$ cat src/adc_seq_pkg.sv
// Shared constants for the conversion sequencer: register map, fields,
// serial command codes, time base and sequencer states.
// Assumes a 250 MHz system clock and a 32-bit classic Wishbone slave port.
package adc_seq_pkg;

	// Register byte offsets, word aligned
	localparam int          WB_AW       = 4;
	localparam logic [3:0]  OFS_MODE    = 4'h0;
	localparam logic [3:0]  OFS_RATE    = 4'h4;
	localparam logic [3:0]  OFS_DELAY   = 4'h8;
	localparam logic [3:0]  OFS_STATUS  = 4'hC;

	// Field positions and reset values
	localparam int          MODE_PULSE_BIT = 4;
	localparam int          MODE_AZ_BIT    = 6;
	localparam int          RATE_W         = 5;
	localparam int          FILT_W         = 3;
	localparam int          FILT_LSB       = 8;
	localparam logic [7:0]  MODE_RST       = 8'h00;
	localparam logic [4:0]  RATE_RST       = 5'h04;
	localparam logic [2:0]  FILT_RST       = 3'h5;
	localparam logic [15:0] DELAY_RST_US   = 16'h0032;
	localparam int          ST_BUSY        = 0;
	localparam int          ST_READY       = 1;
	localparam int          ST_CFGERR      = 2;
	localparam int          ST_RUN         = 3;
	localparam int          ST_COUNT_LSB   = 16;

	// Filter codes
	localparam logic [2:0]  FILT_SINC1 = 3'h0;
	localparam logic [2:0]  FILT_SINC2 = 3'h1;
	localparam logic [2:0]  FILT_SINC3 = 3'h2;
	localparam logic [2:0]  FILT_SINC4 = 3'h3;
	localparam logic [2:0]  FILT_SINC5 = 3'h4;
	localparam logic [2:0]  FILT_FIR   = 3'h5;

	// Time base: latencies are counted in tenths of a microsecond
	localparam int          CLK_PERIOD_PS   = 4000;
	localparam int          TENTH_US_PS     = 100000;
	localparam int          TENTH_US_CYCLES = (TENTH_US_PS + CLK_PERIOD_PS - 1) / CLK_PERIOD_PS;
	localparam int          TENTH_W         = 26;
	localparam int          LAT_W           = 24;
	localparam int          TAB_DELAY_US    = 50;
	localparam logic [TENTH_W-1:0] TENTHS_PER_US = 26'h000000A;
	localparam logic [TENTH_W-1:0] TAB_DELAY_TENTHS = TENTH_W'(TAB_DELAY_US * 10);

	// Serial command framing
	localparam int          FRAME_BITS = 32;
	localparam logic [7:0]  CMD_START  = 8'h08;
	localparam logic [7:0]  CMD_STOP   = 8'h0A;

	typedef enum logic [2:0] {
		S_IDLE = 3'b001,
		S_CONV = 3'b010,
		S_DONE = 3'b100
	} seq_state_t;

endpackage

$ cat src/serial_cmd_rx.sv
// Serial command receiver: counts falling serial-clock edges in a frame
// and issues start or stop pulses. Inputs are already synchronised.
`timescale 1ns/10ps
module serial_cmd_rx
	import adc_seq_pkg::*;
(
	input  wire logic clock,
	input  wire logic rst_n,
	input  wire logic ce,
	input  wire logic sclk_s,
	input  wire logic cs_n_s,
	input  wire logic din_s,
	output logic      start_cmd,
	output logic      stop_cmd
);
	logic        sclk_prev_reg, sclk_prev_next;
	logic [5:0]  bits_reg, bits_next;
	logic [30:0] shift_reg, shift_next;
	logic        start_reg, start_next, stop_reg, stop_next;
	logic        fall;
	logic [7:0]  opcode;

	// Shift on falling edges; decode only on the last edge of the frame
	always_comb begin
		fall           = sclk_prev_reg & ~sclk_s;
		opcode         = shift_reg[30:23];
		sclk_prev_next = sclk_s;
		bits_next      = bits_reg;
		shift_next     = shift_reg;
		start_next     = 1'b0;
		stop_next      = 1'b0;
		if (cs_n_s) begin
			bits_next = 6'h00;
		end else if (fall && bits_reg < 6'(FRAME_BITS)) begin
			shift_next = {shift_reg[29:0], din_s};
			bits_next  = bits_reg + 6'h01;
			if (bits_reg == 6'(FRAME_BITS - 1)) begin
				start_next = (opcode == CMD_START);
				stop_next  = (opcode == CMD_STOP);
			end
		end
	end

	always_ff @(posedge clock or negedge rst_n) begin
		if (!rst_n) begin
			sclk_prev_reg <= 1'b0;
			bits_reg      <= 6'h00;
			shift_reg     <= 31'h00000000;
			start_reg     <= 1'b0;
			stop_reg      <= 1'b0;
		end else if (ce) begin
			sclk_prev_reg <= sclk_prev_next;
			bits_reg      <= bits_next;
			shift_reg     <= shift_next;
			start_reg     <= start_next;
			stop_reg      <= stop_next;
		end
	end

	assign start_cmd = start_reg;
	assign stop_cmd  = stop_reg;

	// Nothing may act before the 32nd falling edge
	AST_CMD_NOT_EARLY: assert property (@(posedge clock) disable iff (!rst_n)
		(ce && fall && !cs_n_s && bits_reg < 6'(FRAME_BITS - 1)) |=> (!start_reg && !stop_reg))
		else $error("command applied before last frame edge");
endmodule

$ cat src/rate_latency_table.sv
// Latency table: conversion period in tenths of a microsecond for each
// data rate and filter, registered. Zero marks an unsupported pair.
`timescale 1ns/10ps
module rate_latency_table
	import adc_seq_pkg::*;
(
	input  wire logic              clock,
	input  wire logic              rst_n,
	input  wire logic              ce,
	input  wire logic [RATE_W-1:0] rate,
	input  wire logic [FILT_W-1:0] filt,
	output logic [LAT_W-1:0]       period,
	output logic                   valid
);
	logic [4*LAT_W-1:0] row;
	logic [LAT_W-1:0]   fir, s5, lat_next, lat_reg;
	logic               ok_reg;

	// Rows hold sinc4..sinc1; FIR and sinc1 settle in one cycle
	always_comb begin
		row = '0;
		fir = '0;
		s5  = '0;
		case (rate)
			5'd0: begin row = {24'd16000000, 24'd12000000, 24'd8004000, 24'd4004000}; fir = 24'd4022000; end
			5'd1: begin row = {24'd8004000, 24'd6004000, 24'd4004000, 24'd2004000}; fir = 24'd2022000; end
			5'd2: begin row = {24'd4004000, 24'd3004000, 24'd2004000, 24'd1004000}; fir = 24'd1022000; end
			5'd3: row = {24'd2404000, 24'd1804000, 24'd1204000, 24'd604300};
			5'd4: begin row = {24'd2004000, 24'd1504000, 24'd1004000, 24'd504300}; fir = 24'd522200; end
			5'd5: row = {24'd804300, 24'd604300, 24'd404200, 24'd204300};
			5'd6: row = {24'd670900, 24'd504300, 24'd337600, 24'd170900};
			5'd7: row = {24'd404300, 24'd304300, 24'd204200, 24'd104300};
			5'd8: row = {24'd104300, 24'd79250, 24'd54240, 24'd29250};
			5'd9: row = {24'd37580, 24'd29250, 24'd20910, 24'd12580};
			5'd10: row = {24'd20910, 24'd16750, 24'd12580, 24'd8410};
			5'd11: row = {24'd12580, 24'd10500, 24'd8410, 24'd6330};
			5'd12: row = {24'd9800, 24'd8410, 24'd7020, 24'd5640};
			5'd13: s5 = 24'd4230;
			5'd14: s5 = 24'd3360;
			5'd15: s5 = 24'd2710;
			5'd16: s5 = 24'd1790;
			default: row = '0;
		endcase
		case (filt)
			FILT_SINC1: lat_next = row[0*LAT_W +: LAT_W];
			FILT_SINC2: lat_next = row[1*LAT_W +: LAT_W];
			FILT_SINC3: lat_next = row[2*LAT_W +: LAT_W];
			FILT_SINC4: lat_next = row[3*LAT_W +: LAT_W];
			FILT_SINC5: lat_next = s5;
			FILT_FIR:   lat_next = fir;
			default:    lat_next = '0;
		endcase
	end

	always_ff @(posedge clock or negedge rst_n) begin
		if (!rst_n) begin
			lat_reg <= '0;
			ok_reg  <= 1'b0;
		end else if (ce) begin
			lat_reg <= lat_next;
			ok_reg  <= (lat_next != '0);
		end
	end

	assign period = lat_reg;
	assign valid  = ok_reg;

	AST_TAB_FIR20: assert property (@(posedge clock) disable iff (!rst_n)
		(ce && rate == 5'd4 && filt == FILT_FIR) |=> (lat_reg == 24'd522200))
		else $error("FIR 20 SPS period wrong");
endmodule

$ cat src/adc_conversion_sequencer.sv
// Conversion-control sequencer: start pin and serial commands drive a
// timed conversion with a result-ready line; registers over Wishbone.
// Assumes pins are asynchronous to clock and the bus is on clock.
//
// How it works
// - Start pin or serial command controls conversions
// - Command acts at 32nd falling serial edge
// - Mode bit four selects continuous or pulse
// - Continuous mode converts back to back
// - Ready line high at start, low when done
// - Continuous stop lets running conversion finish
// - Fresh start restarts the running conversion
// - Pulse mode does exactly one conversion
// - Pulse mode ignores stop for running conversion
// - FIR and sinc1 settle in one cycle
// - First latency from start to settled data
// - First latency includes programmable start delay
// - Later results follow one data period apart
// - Auto-zero doubles first conversion latency
// - Tabulated latency equals steady conversion period
// - Table assumes no auto-zero, 50 us delay
// - Auto-zero rate is reciprocal of table
// - Start pin high at reset starts converting
`timescale 1ns/10ps
module adc_conversion_sequencer
	import adc_seq_pkg::*;
#(
	parameter int TENTH_CYCLES = adc_seq_pkg::TENTH_US_CYCLES
)
(
	input  wire logic                          clock,
	input  wire logic                          rst_n,
	input  wire logic                          ce,
	input  wire logic                          start_pin,
	input  wire logic                          sclk,
	input  wire logic                          cs_n,
	input  wire logic                          din,
	input  wire logic                          wb_cyc_i,
	input  wire logic                          wb_stb_i,
	input  wire logic                          wb_we_i,
	input  wire logic [adc_seq_pkg::WB_AW-1:0] wb_adr_i,
	input  wire logic [3:0]                    wb_sel_i,
	input  wire logic [31:0]                   wb_dat_i,
	output logic [31:0]                        wb_dat_o,
	output logic                               wb_ack_o,
	output logic                               result_ready_line
);
	import adc_seq_pkg::*;

	localparam int PRESC_W = $clog2(TENTH_CYCLES + 1);

	// Elaboration check: the prescaler needs at least one clock per tenth
	if (TENTH_CYCLES < 1) begin : g_bad_tenth
		$error("TENTH_CYCLES must be at least one");
	end

	// Pin synchronisers: start, serial clock, select, data
	logic [3:0] pins, sync1_reg, sync2_reg;
	logic       start_s, sclk_s, cs_n_s, din_s;

	assign pins = {din, cs_n, sclk, start_pin};

	genvar gi;
	generate
		for (gi = 0; gi < 4; gi++) begin : g_sync
			always_ff @(posedge clock or negedge rst_n) begin
				if (!rst_n) begin
					sync1_reg[gi] <= 1'b0;
					sync2_reg[gi] <= 1'b0;
				end else if (ce) begin
					sync1_reg[gi] <= pins[gi];
					sync2_reg[gi] <= sync1_reg[gi];
				end
			end
		end
	endgenerate

	assign start_s = sync2_reg[0];
	assign sclk_s  = sync2_reg[1];
	assign cs_n_s  = sync2_reg[2];
	assign din_s   = sync2_reg[3];

	// Serial start and stop commands
	logic start_cmd, stop_cmd;

	serial_cmd_rx u_cmd (
		.clock     (clock),
		.rst_n     (rst_n),
		.ce        (ce),
		.sclk_s    (sclk_s),
		.cs_n_s    (cs_n_s),
		.din_s     (din_s),
		.start_cmd (start_cmd),
		.stop_cmd  (stop_cmd)
	);

	// Register file
	logic [7:0]        mode_reg, mode_next;
	logic [RATE_W-1:0] rate_reg, rate_next;
	logic [FILT_W-1:0] filt_reg, filt_next;
	logic [15:0]       delay_reg, delay_next;
	logic [15:0]       count_reg, count_next;
	logic              ack_reg, ack_next;
	logic [31:0]       dat_reg, dat_next;
	logic              wr_en;

	// Sequencer state
	seq_state_t        state_reg, state_next;
	logic [TENTH_W-1:0] remain_reg, remain_next;
	logic [PRESC_W-1:0] presc_reg, presc_next;
	logic              result_ready_line_reg, result_ready_line_next;
	logic              run_reg, run_next;
	logic              start_prev_reg;

	// Derived control
	logic               pulse_mode, az_mode, tick;
	logic               start_event, stop_event;
	logic [LAT_W-1:0]   period_tab;
	logic               cfg_ok;
	logic [TENTH_W-1:0] period_tenths, first_base, first_load;

	rate_latency_table u_tab (
		.clock  (clock),
		.rst_n  (rst_n),
		.ce     (ce),
		.rate   (rate_reg),
		.filt   (filt_reg),
		.period (period_tab),
		.valid  (cfg_ok)
	);

	// Edge of the pin; a pin already high at reset looks like a rise
	always_ff @(posedge clock or negedge rst_n) begin
		if (!rst_n) begin
			start_prev_reg <= 1'b0;
		end else if (ce) begin
			start_prev_reg <= start_s;
		end
	end

	// Pin and commands are simply merged; the host keeps them apart
	assign start_event = (start_s & ~start_prev_reg) | start_cmd;
	assign stop_event  = (~start_s & start_prev_reg) | stop_cmd;
	assign pulse_mode  = mode_reg[MODE_PULSE_BIT];
	assign az_mode     = mode_reg[MODE_AZ_BIT];

	// Latency loads: table value is the steady period
	assign period_tenths = TENTH_W'(period_tab);
	// Swap the tabulated 50 us for the programmed delay
	assign first_base = TENTH_W'(period_tenths - TAB_DELAY_TENTHS + TENTH_W'(delay_reg) * TENTHS_PER_US);
	// Auto-zero doubles only the first result
	assign first_load = az_mode ? {first_base[TENTH_W-2:0], 1'b0} : first_base;

	assign tick = (presc_reg == PRESC_W'(TENTH_CYCLES - 1));

	// Conversion sequencer next state
	always_comb begin
		state_next  = state_reg;
		remain_next = remain_reg;
		presc_next  = tick ? '0 : presc_reg + 1'b1;
		result_ready_line_next   = result_ready_line_reg;
		run_next    = run_reg;
		count_next  = count_reg;
		case (state_reg)
			S_IDLE: begin
				if (start_event && cfg_ok) begin
					state_next  = S_CONV;
					remain_next = first_load;
					presc_next  = '0;
					result_ready_line_next   = 1'b1;
					run_next    = 1'b1;
				end
			end
			S_CONV: begin
				if (start_event && cfg_ok) begin
					// Full reload, delay included
					remain_next = first_load;
					presc_next  = '0;
					run_next    = 1'b1;
				end else begin
					if (stop_event && !pulse_mode) begin
						run_next = 1'b0;
					end
					// Stop in pulse mode changes nothing
					if (tick) begin
						if (remain_reg <= TENTH_W'(1)) begin
							state_next = S_DONE;
							result_ready_line_next  = 1'b0;
							count_next = count_reg + 16'h0001;
						end else begin
							remain_next = remain_reg - TENTH_W'(1);
						end
					end
				end
			end
			S_DONE: begin
				presc_next = '0;
				if (start_event && cfg_ok) begin
					state_next  = S_CONV;
					remain_next = first_load;
					result_ready_line_next   = 1'b1;
					run_next    = 1'b1;
				end else if (!pulse_mode && run_reg && !stop_event) begin
					// Back to back at one data period
					state_next  = S_CONV;
					remain_next = period_tenths;
					result_ready_line_next   = 1'b1;
				end else begin
					state_next = S_IDLE;
					run_next   = 1'b0;
				end
			end
			default: begin
				state_next = S_IDLE;
				result_ready_line_next  = 1'b0;
				run_next   = 1'b0;
			end
		endcase
	end

	always_ff @(posedge clock or negedge rst_n) begin
		if (!rst_n) begin
			state_reg  <= S_IDLE;
			remain_reg <= '0;
			presc_reg  <= '0;
			result_ready_line_reg   <= 1'b0;
			run_reg    <= 1'b0;
			count_reg  <= 16'h0000;
		end else if (ce) begin
			state_reg  <= state_next;
			remain_reg <= remain_next;
			presc_reg  <= presc_next;
			result_ready_line_reg   <= result_ready_line_next;
			run_reg    <= run_next;
			count_reg  <= count_next;
		end
	end

	assign result_ready_line = result_ready_line_reg;

	// Bus slave: ack one cycle after the request, write on the ack edge
	always_comb begin
		ack_next   = wb_cyc_i & wb_stb_i & ~ack_reg;
		wr_en      = wb_cyc_i & wb_stb_i & wb_we_i & ack_reg;
		mode_next  = mode_reg;
		rate_next  = rate_reg;
		filt_next  = filt_reg;
		delay_next = delay_reg;
		dat_next   = dat_reg;
		if (wr_en) begin
			case (wb_adr_i)
				OFS_MODE: begin
					if (wb_sel_i[0]) mode_next = wb_dat_i[7:0];
				end
				OFS_RATE: begin
					if (wb_sel_i[0]) rate_next = wb_dat_i[RATE_W-1:0];
					if (wb_sel_i[1]) filt_next = wb_dat_i[FILT_LSB +: FILT_W];
				end
				OFS_DELAY: begin
					if (wb_sel_i[0]) delay_next[7:0] = wb_dat_i[7:0];
					if (wb_sel_i[1]) delay_next[15:8] = wb_dat_i[15:8];
				end
				default: delay_next = delay_reg;
			endcase
		end
		// Read data sampled as ack rises; unmapped reads return zero
		if (ack_next) begin
			dat_next = 32'h00000000;
			case (wb_adr_i)
				OFS_MODE:  dat_next[7:0] = mode_reg;
				OFS_RATE: begin
					dat_next[RATE_W-1:0] = rate_reg;
					dat_next[FILT_LSB +: FILT_W] = filt_reg;
				end
				OFS_DELAY: dat_next[15:0] = delay_reg;
				OFS_STATUS: begin
					dat_next[ST_BUSY]   = (state_reg != S_IDLE);
					dat_next[ST_READY]  = result_ready_line_reg;
					dat_next[ST_CFGERR] = ~cfg_ok;
					dat_next[ST_RUN]    = run_reg;
					dat_next[ST_COUNT_LSB +: 16] = count_reg;
				end
				default: dat_next = 32'h00000000;
			endcase
		end
	end

	always_ff @(posedge clock or negedge rst_n) begin
		if (!rst_n) begin
			ack_reg   <= 1'b0;
			dat_reg   <= 32'h00000000;
			mode_reg  <= MODE_RST;
			rate_reg  <= RATE_RST;
			filt_reg  <= FILT_RST;
			delay_reg <= DELAY_RST_US;
		end else if (ce) begin
			ack_reg   <= ack_next;
			dat_reg   <= dat_next;
			mode_reg  <= mode_next;
			rate_reg  <= rate_next;
			filt_reg  <= filt_next;
			delay_reg <= delay_next;
		end
	end

	assign wb_ack_o = ack_reg;
	assign wb_dat_o = dat_reg;

	// Checks on the sequencer
	AST_START_READY: assert property (@(posedge clock) disable iff (!rst_n)
		(ce && state_reg == S_IDLE && start_event && cfg_ok) |=> (result_ready_line_reg && state_reg == S_CONV))
		else $error("start did not raise ready");

	AST_RESTART_RELOAD: assert property (@(posedge clock) disable iff (!rst_n)
		(ce && state_reg == S_CONV && start_event && cfg_ok)
		|=> (remain_reg == $past(first_load) && presc_reg == '0 && state_reg == S_CONV))
		else $error("restart did not reload latency");

	AST_STOP_FINISHES: assert property (@(posedge clock) disable iff (!rst_n)
		(ce && state_reg == S_CONV && stop_event && !start_event) |=> (state_reg != S_IDLE))
		else $error("stop aborted running conversion");

	AST_PULSE_ONCE: assert property (@(posedge clock) disable iff (!rst_n)
		(ce && state_reg == S_DONE && pulse_mode && !start_event) |=> (state_reg == S_IDLE && !result_ready_line_reg))
		else $error("pulse mode converted again");

	AST_NEXT_PERIOD: assert property (@(posedge clock) disable iff (!rst_n)
		(ce && state_reg == S_DONE && !pulse_mode && run_reg && !stop_event && !start_event)
		|=> (state_reg == S_CONV && result_ready_line_reg && remain_reg == $past(period_tenths)))
		else $error("continuous period not loaded");

	AST_READY_LOW_DONE: assert property (@(posedge clock) disable iff (!rst_n)
		(state_reg == S_DONE) |-> !result_ready_line_reg)
		else $error("ready high when data available");

	AST_AZ_DOUBLE: assert property (@(posedge clock) disable iff (!rst_n)
		az_mode |-> (first_load == TENTH_W'(first_base * 2)))
		else $error("auto-zero first latency not doubled");

	AST_DONE_STEP: assert property (@(posedge clock) disable iff (!rst_n)
		(ce && state_reg == S_CONV && tick && remain_reg == TENTH_W'(1) && !start_event)
		|=> (state_reg == S_DONE) ##1 (state_reg != S_DONE || !ce))
		else $error("conversion did not end on last tick");

	AST_WB_ACK: assert property (@(posedge clock) disable iff (!rst_n)
		(ce && wb_cyc_i && wb_stb_i && !wb_ack_o) |=> wb_ack_o)
		else $error("bus request not acknowledged");
endmodule

$ cat config.mk
export PLATFORM = sky130hd
export DESIGN_NAME = adc_conversion_sequencer
export DESIGN_NICKNAME = d
export VERILOG_FILES = /design/src/adc_seq_pkg.sv /design/src/serial_cmd_rx.sv /design/src/rate_latency_table.sv /design/src/adc_conversion_sequencer.sv
export SDC_FILE = /design/constraint.sdc
export NUM_CORES = 1
export LEC_CHECK = 0
export BUFFER_PORTS_ARGS = -buffer_cell sky130_fd_sc_hd__buf_4
export CAP_MARGIN = 20
export CORE_UTILIZATION = 25
export CTS_CLUSTER_SIZE = 12
export DETAILED_ROUTE_END_ITERATION = 10
export PLACE_DENSITY = 0.47
export RECOVER_POWER = 50
export SLEW_MARGIN = 20
export SYNTH_ARGS = -nofsm -noshare
export SYNTH_HDL_FRONTEND = slang
export SYNTH_SLANG_ARGS = --single-unit
$ cat constraint.sdc
create_clock -name clock -period 6.3 [get_ports clock]
set_input_delay 0.63 -clock clock [delete_from_list [all_inputs] [get_ports clock]]
set_output_delay 0.63 -clock clock [all_outputs]
set_load 0.01 [all_outputs]
# == Yosys cells after proc, flatten, opt, wreduce, memory -nomap -nowiden ==
# Index checks and enable logic that the tools add are counted.
# op_classes
add_sub_neg,6
n_mul,1
order_cmp,2
eq_ne,41
mux,48
bitwise_logic,16
n_reduce_logical,27
# op_table
op,count
$pmux 96 s13,1
$mux 26,7
$pmux 24 s6,1
$pmux 22 s4,1
$pmux 26 s3,1
$pmux 13 s4,1
$eq 5x4->1 const B,8
$add 25x21->26,1
$le 26x1->1 const B,1
$sub 26x1->26 const B,1
$sub 24x9->25 const B,1
$reduce_and 4->1,6
$reduce_bool 24->1,1
$eq 5x3->1 const B,4
$mul 16x3->19 const B,1
$add 16x1->16 const B,1
$eq 8x4->1 const B,2
$mux 1,16
$mux 16,1
$pmux 4 s4,1
$mux 5,3
$ne 3x3->1 const B,5
$mux 3,4
$mux 6,2
34 further kinds,70
# totals
ff_bits,191
out_inout_bits,34

# == Depth between registers and ports, before layout ==
# depth
ltp_word,8
mapped_depth,23

# == Hierarchy ==
# From an unflattened synthesis, not the netlist that was laid out.
# hier_totals
hier_cells,1483
hier_area_um2,13555.5
# modules_own_cells
mod,instances,cells_each,area_per_inst_um2
adc_conversion_sequencer,1,929,8683.3
rate_latency_table,1,447,3264.4
serial_cmd_rx,1,107,1607.8

# == Least setup slack after synthesis ==
# OpenSTA, ideal clock, no wires.
# synth_timing
kind,register to register
startpoint,reg delay_reg[4]
endpoint,reg remain_reg[23]
setup_ps,128
t_arrival_ps,4178
slack_ps,1994
path_stages_with_launch,22
synth_period_minus_slack_ps,4306
cell_sequence,dfstp_2 -> ha_1 -> ha_1 -> a21o_1 -> a21o_1 -> a21oi_1 -> o21ai_1 -> a41o_1 -> o21ai_0 -> nand2b_1 -> a21oi_1 -> xnor2_1 -> ha_1 -> nand2_1 -> o21ai_1 -> o21a_1 -> o31ai_1 -> a21bo_2 -> a2111oi_0 -> o2bb2ai_1 -> xnor2_1 -> a21oi_1
# synth_between
elab_chain_cells,5
elab_cells_between_ends,7
# synth_lines
element,line,source
"start, declared",adc_conversion_sequencer.sv:101,"logic [15:0] delay_reg, delay_next;"
"start signal, assigned",adc_conversion_sequencer.sv:302,delay_reg <= delay_next;
$mul 16x3->19 *,adc_conversion_sequencer.sv:150,assign first_base = TENTH_W'(period_tenths - TAB_DELAY_TENTHS + TENTH_W'(delay_reg) * TENTHS_PER_US);
$add 25x21->26 *,adc_conversion_sequencer.sv:150,
$mux 26 *,adc_conversion_sequencer.sv:152,"assign first_load = az_mode ? {first_base[TENTH_W-2:0], 1'b0} : first_base;"
"$mux 26, on equally long branches","adc_conversion_sequencer.sv:198, adc_conversion_sequencer.sv:166, adc_conversion_sequencer.sv:175",
$pmux 26 s3 *,adc_conversion_sequencer.sv:164,case (state_reg)
"end signal, assigned",adc_conversion_sequencer.sv:231,remain_reg <= remain_next;
"end, declared",adc_conversion_sequencer.sv:109,"logic [TENTH_W-1:0] remain_reg, remain_next;"
# Every way passes the cells marked *; elsewhere a longest branch is shown, timed or not. The select of a mux whose other input is x is not followed.
# A chain may end at the register's enable or synchronous reset.

# == Worst setup path in the final report ==
# layout_timing
startpoint,reg delay_reg[1]
endpoint,reg remain_reg[23]
# The elaborated chain is that of the path after synthesis.

==> flow_summary.json <==
{
  "status": "finished with violations",
  "violations": "capacitance limit, slew limit",
  "final_common_cell": "nand2_1",
  "drv_cap": 6,
  "dp_hpwl_um": 29900,
  "worst-setup-path-type": "reg -> reg",
  "endpoint": "remain_reg[23]$_DFFE_PN0P_",
  "cts.htree.levels": 4,
  "hold_buffers": 0,
  "min_path_type": "in -> reg",
  "dieArea_sq_um": 52100,
  "synth_top_family_by_area": "compound AO/OA/AOI/OAI gates",
  "wire_per_inst_um": 18.7,
  "cts_setup_buffers": 0,
  "ant_nets": 0,
  "gp_congestion": 0.911,
  "first_iter_violations": 1009,
  "routed_wl_um": 41300,
  "syn_area_per_cell_sq_um": 8.49,
  "power_density_nw_per_um2": 246,
  "pin_count": 84,
  "syn_to_final_growth_pct": 12.9,
  "synthArstFlopShare_pct": 100,
  "fmax_mhz": 192,
  "synth-compound-area-share_pct": 21.8,
  "layout_min_cycle_time_ns": 5.21,
  "drt_first_pass_iters": 9,
  "cts_root_buf": "clkbuf_16",
  "path_max_fanout": 6,
  "rsz0062_at_grt": "no",
  "cp.required_ns": 6.63,
  "syn-cell-area_sq_um": 12800,
  "synth_fp_nets": 1613,
  "grt_usage_pct": 15.9,
  "final_max_slew_viol_count": 356,
  "synth_warnings": 0,
  "crit_path_end_kind": "flop",
  "syn_inst": 1507,
  "layout_common_cells": "nand2_1 (237), dfrtp_1 (183), nor2_1 (141), a21oi_1 (102), o21ai_0 (88)",
  "tns_ns": 0,
  "max_slew_margin_pct": -105,
  "setup_viol": 0,
  "ys_ff_latch": 190,
  "nets": 1632,
  "cpMaxStageDelayCell": "dfstp_2",
  "fp.dieW_um": 228,
  "grt-ovfl-total": 0,
  "diodes": 0,
  "start_util_pct": 25.4,
  "grt_pass1_vias": 11300,
  "cts_tree": "done",
  "ys.flop_type": "dfrtp_1",
  "clk_latency_ns": 0.46,
  "drive_above_1_share_pct": 10.3,
  "grt_pass1_wl_um": 65700,
  "p_leak_nw": 6.16,
  "grt_max_degree": 118,
  "synthDistinctLibCells": 81,
  "synth-xor-area-share_pct": 5.34,
  "largest_reg_flops": 32,
  "synth_mux_area_share_pct": 5.48,
  "post-route-period-util_pct": 82.7,
  "startpoint_type": "flop",
  "crit_start": "delay_reg[1]$_DFFE_PN1P_",
  "regToRegStartpoint": "delay_reg[1]$_DFFE_PN1P_",
  "vias": 11600,
  "max_stage_delay_ns": 0.60,
  "tightestPinTransition_ns": 3.08,
  "rrSetupSlack_ns": 1.09,
  "cp.arrival_ns": 5.54,
  "antenna_found_initial": 2,
  "die_h_um": 228,
  "drc": 0,
  "post-route-util_pct": 28.7,
  "vias_per_cell": 5.27,
  "synth_simple_gate_area_share_pct": 21.2,
  "cts_buffers": 17,
  "reg2reg_to": "remain_reg[23]$_DFFE_PN0P_",
  "hold_viol": 0,
  "seq_area_frac_synth_pct": 37.2,
  "ctsResizeCount": 0,
  "r2r_cells": 22,
  "rows": 82,
  "skew_ns": 0.0194,
  "core_area_sq_um": 50300,
  "path_cells": "ha_1 > ha_1 > inv_1 > fa_1 > nor2b_1 > o21a_1 > o21ai_1 > a21oi_1 > o2111ai_1 > a31oi_1 > a21o_1 > a21oi_1 > xnor2_1 > ha_1 > a21boi_0 > nand2_1 > nor3_1 > nor3_1 > a21boi_1 > or4_1 > o2111ai_1 > a21oi_1",
  "synth_edf_count": 0,
  "io_buffer_count": 65,
  "clockBufferDepth": 2,
  "peakVddDrop_uv": 179,
  "clkTransAtPathRegs_ns": 0.08,
  "clock-sinks": 190,
  "synth_fa_ha_area_share_pct": 5.60
}
## through the flow
step	cells	hold WS, ns	area (sq um)	setup WS, ns	power (mW)
after floorplan	1507	0.334	12800	1.99	2.08
after global placement	2179	0.447	14000	1.24	2.37
after detailed placement	2179	0.449	14000	1.22	2.37
after CTS	2211	0.341	14600	1.17	3.59
after global routing	2211	0.373	14400	0.743	3.76
final	2211	0.396	14400	1.09	3.55
## cells by family (layout without fill, tap and decap cells)
group / count (synthesis) / in the layout
AND/OR/NAND/NOR: 580 / 580
AO/OA/AOI/OAI: 430 / 430
flip-flops: 190 / 190
buffers and inverters: 114 / 146
XOR/XNOR: 78 / 78
multiplexers: 59 / 59
adder cells (fa/ha/maj): 56 / 56
## routing by layer
| metal | vias to the layer above | global-route usage, % | wire length, um |
|---|---|---|---|
| met2 | 338 | 24.8 | 18700 |
| met5 | - | 0 | 0 |
| met4 | 0 | 5.12 | 1010 |
| li1 | 5541 | - | - |
| met3 | 62 | 2.69 | 1950 |
| met1 | 5704 | 22.3 | 19700 |
## synthesized netlist by cell type (20+ instances only)
master    number  area share, %
a21oi_1      102            4.0
o21ai_1       26            1.0
ha_1          54            5.3
xnor2_1       49            3.4
dfrtp_1      183             36
o21ai_0       87            3.4
clkbuf_1      70            2.1
mux2_2        48            4.2
a31oi_1       24            1.2
inv_1         28           0.82
nor3_1        36            1.4
a22o_1        33            2.3
xor2_1        29            2.0
nand2b_1      20           0.98
nand3_1       38            1.5
nor2_1       141            4.1
nand2_1      237            7.0
## power by group
part	leakage (nW)	total, mW	internal [mW]	switching (mW)
sequential	2.47	1.54	1.36	0.180
clock	0.311	1.20	0.671	0.529
combinational	3.38	0.815	0.316	0.499
total	6.16	3.55	2.34	1.21
## critical path: cells and delay by family (launching register included)
kind                     cells  cell delay, ns
AO/OA/AOI/OAI               11            1.90
flip-flops                   1            0.60
buffers and inverters        1            0.06
adder cells (fa/ha/maj)      4            1.14
AND/OR/NAND/NOR              5            1.27
XOR/XNOR                     1            0.13
## area by class of cell
cell class | instances | area (sq um)
inverters | 31 | 116
clock inverters | 11 | 171
clock buffers | 21 | 470
well taps | 672 | 841
repair buffers | 83 | 472
multi-input cells | 1203 | 7610
fillers | 5476 | 35800
flip-flops and latches | 190 | 4760
## worst min path at each step
stage,start,endpoint,slack [ns],cells past startpoint
after detailed placement,u_cmd.shift_reg[17]$_DFFE_PN0P_,u_cmd.shift_reg[18]$_DFFE_PN0P_,0.45,2
after floorplan,rst_n,count_reg[0]$_DFFE_PN0P_,0.33,0
after CTS,rst_n,wb_dat_o[27]$_DFFE_PN0P_,0.34,1
final,sclk,sync1_reg[1]$_DFFE_PN0P_,0.40,2
after global placement,u_cmd.shift_reg[9]$_DFFE_PN0P_,u_cmd.shift_reg[10]$_DFFE_PN0P_,0.45,2
after global routing,wb_dat_i[13],delay_reg[13]$_DFFE_PN0P_,0.37,2
No activity file was read; power rests on OpenSTA's default activity.
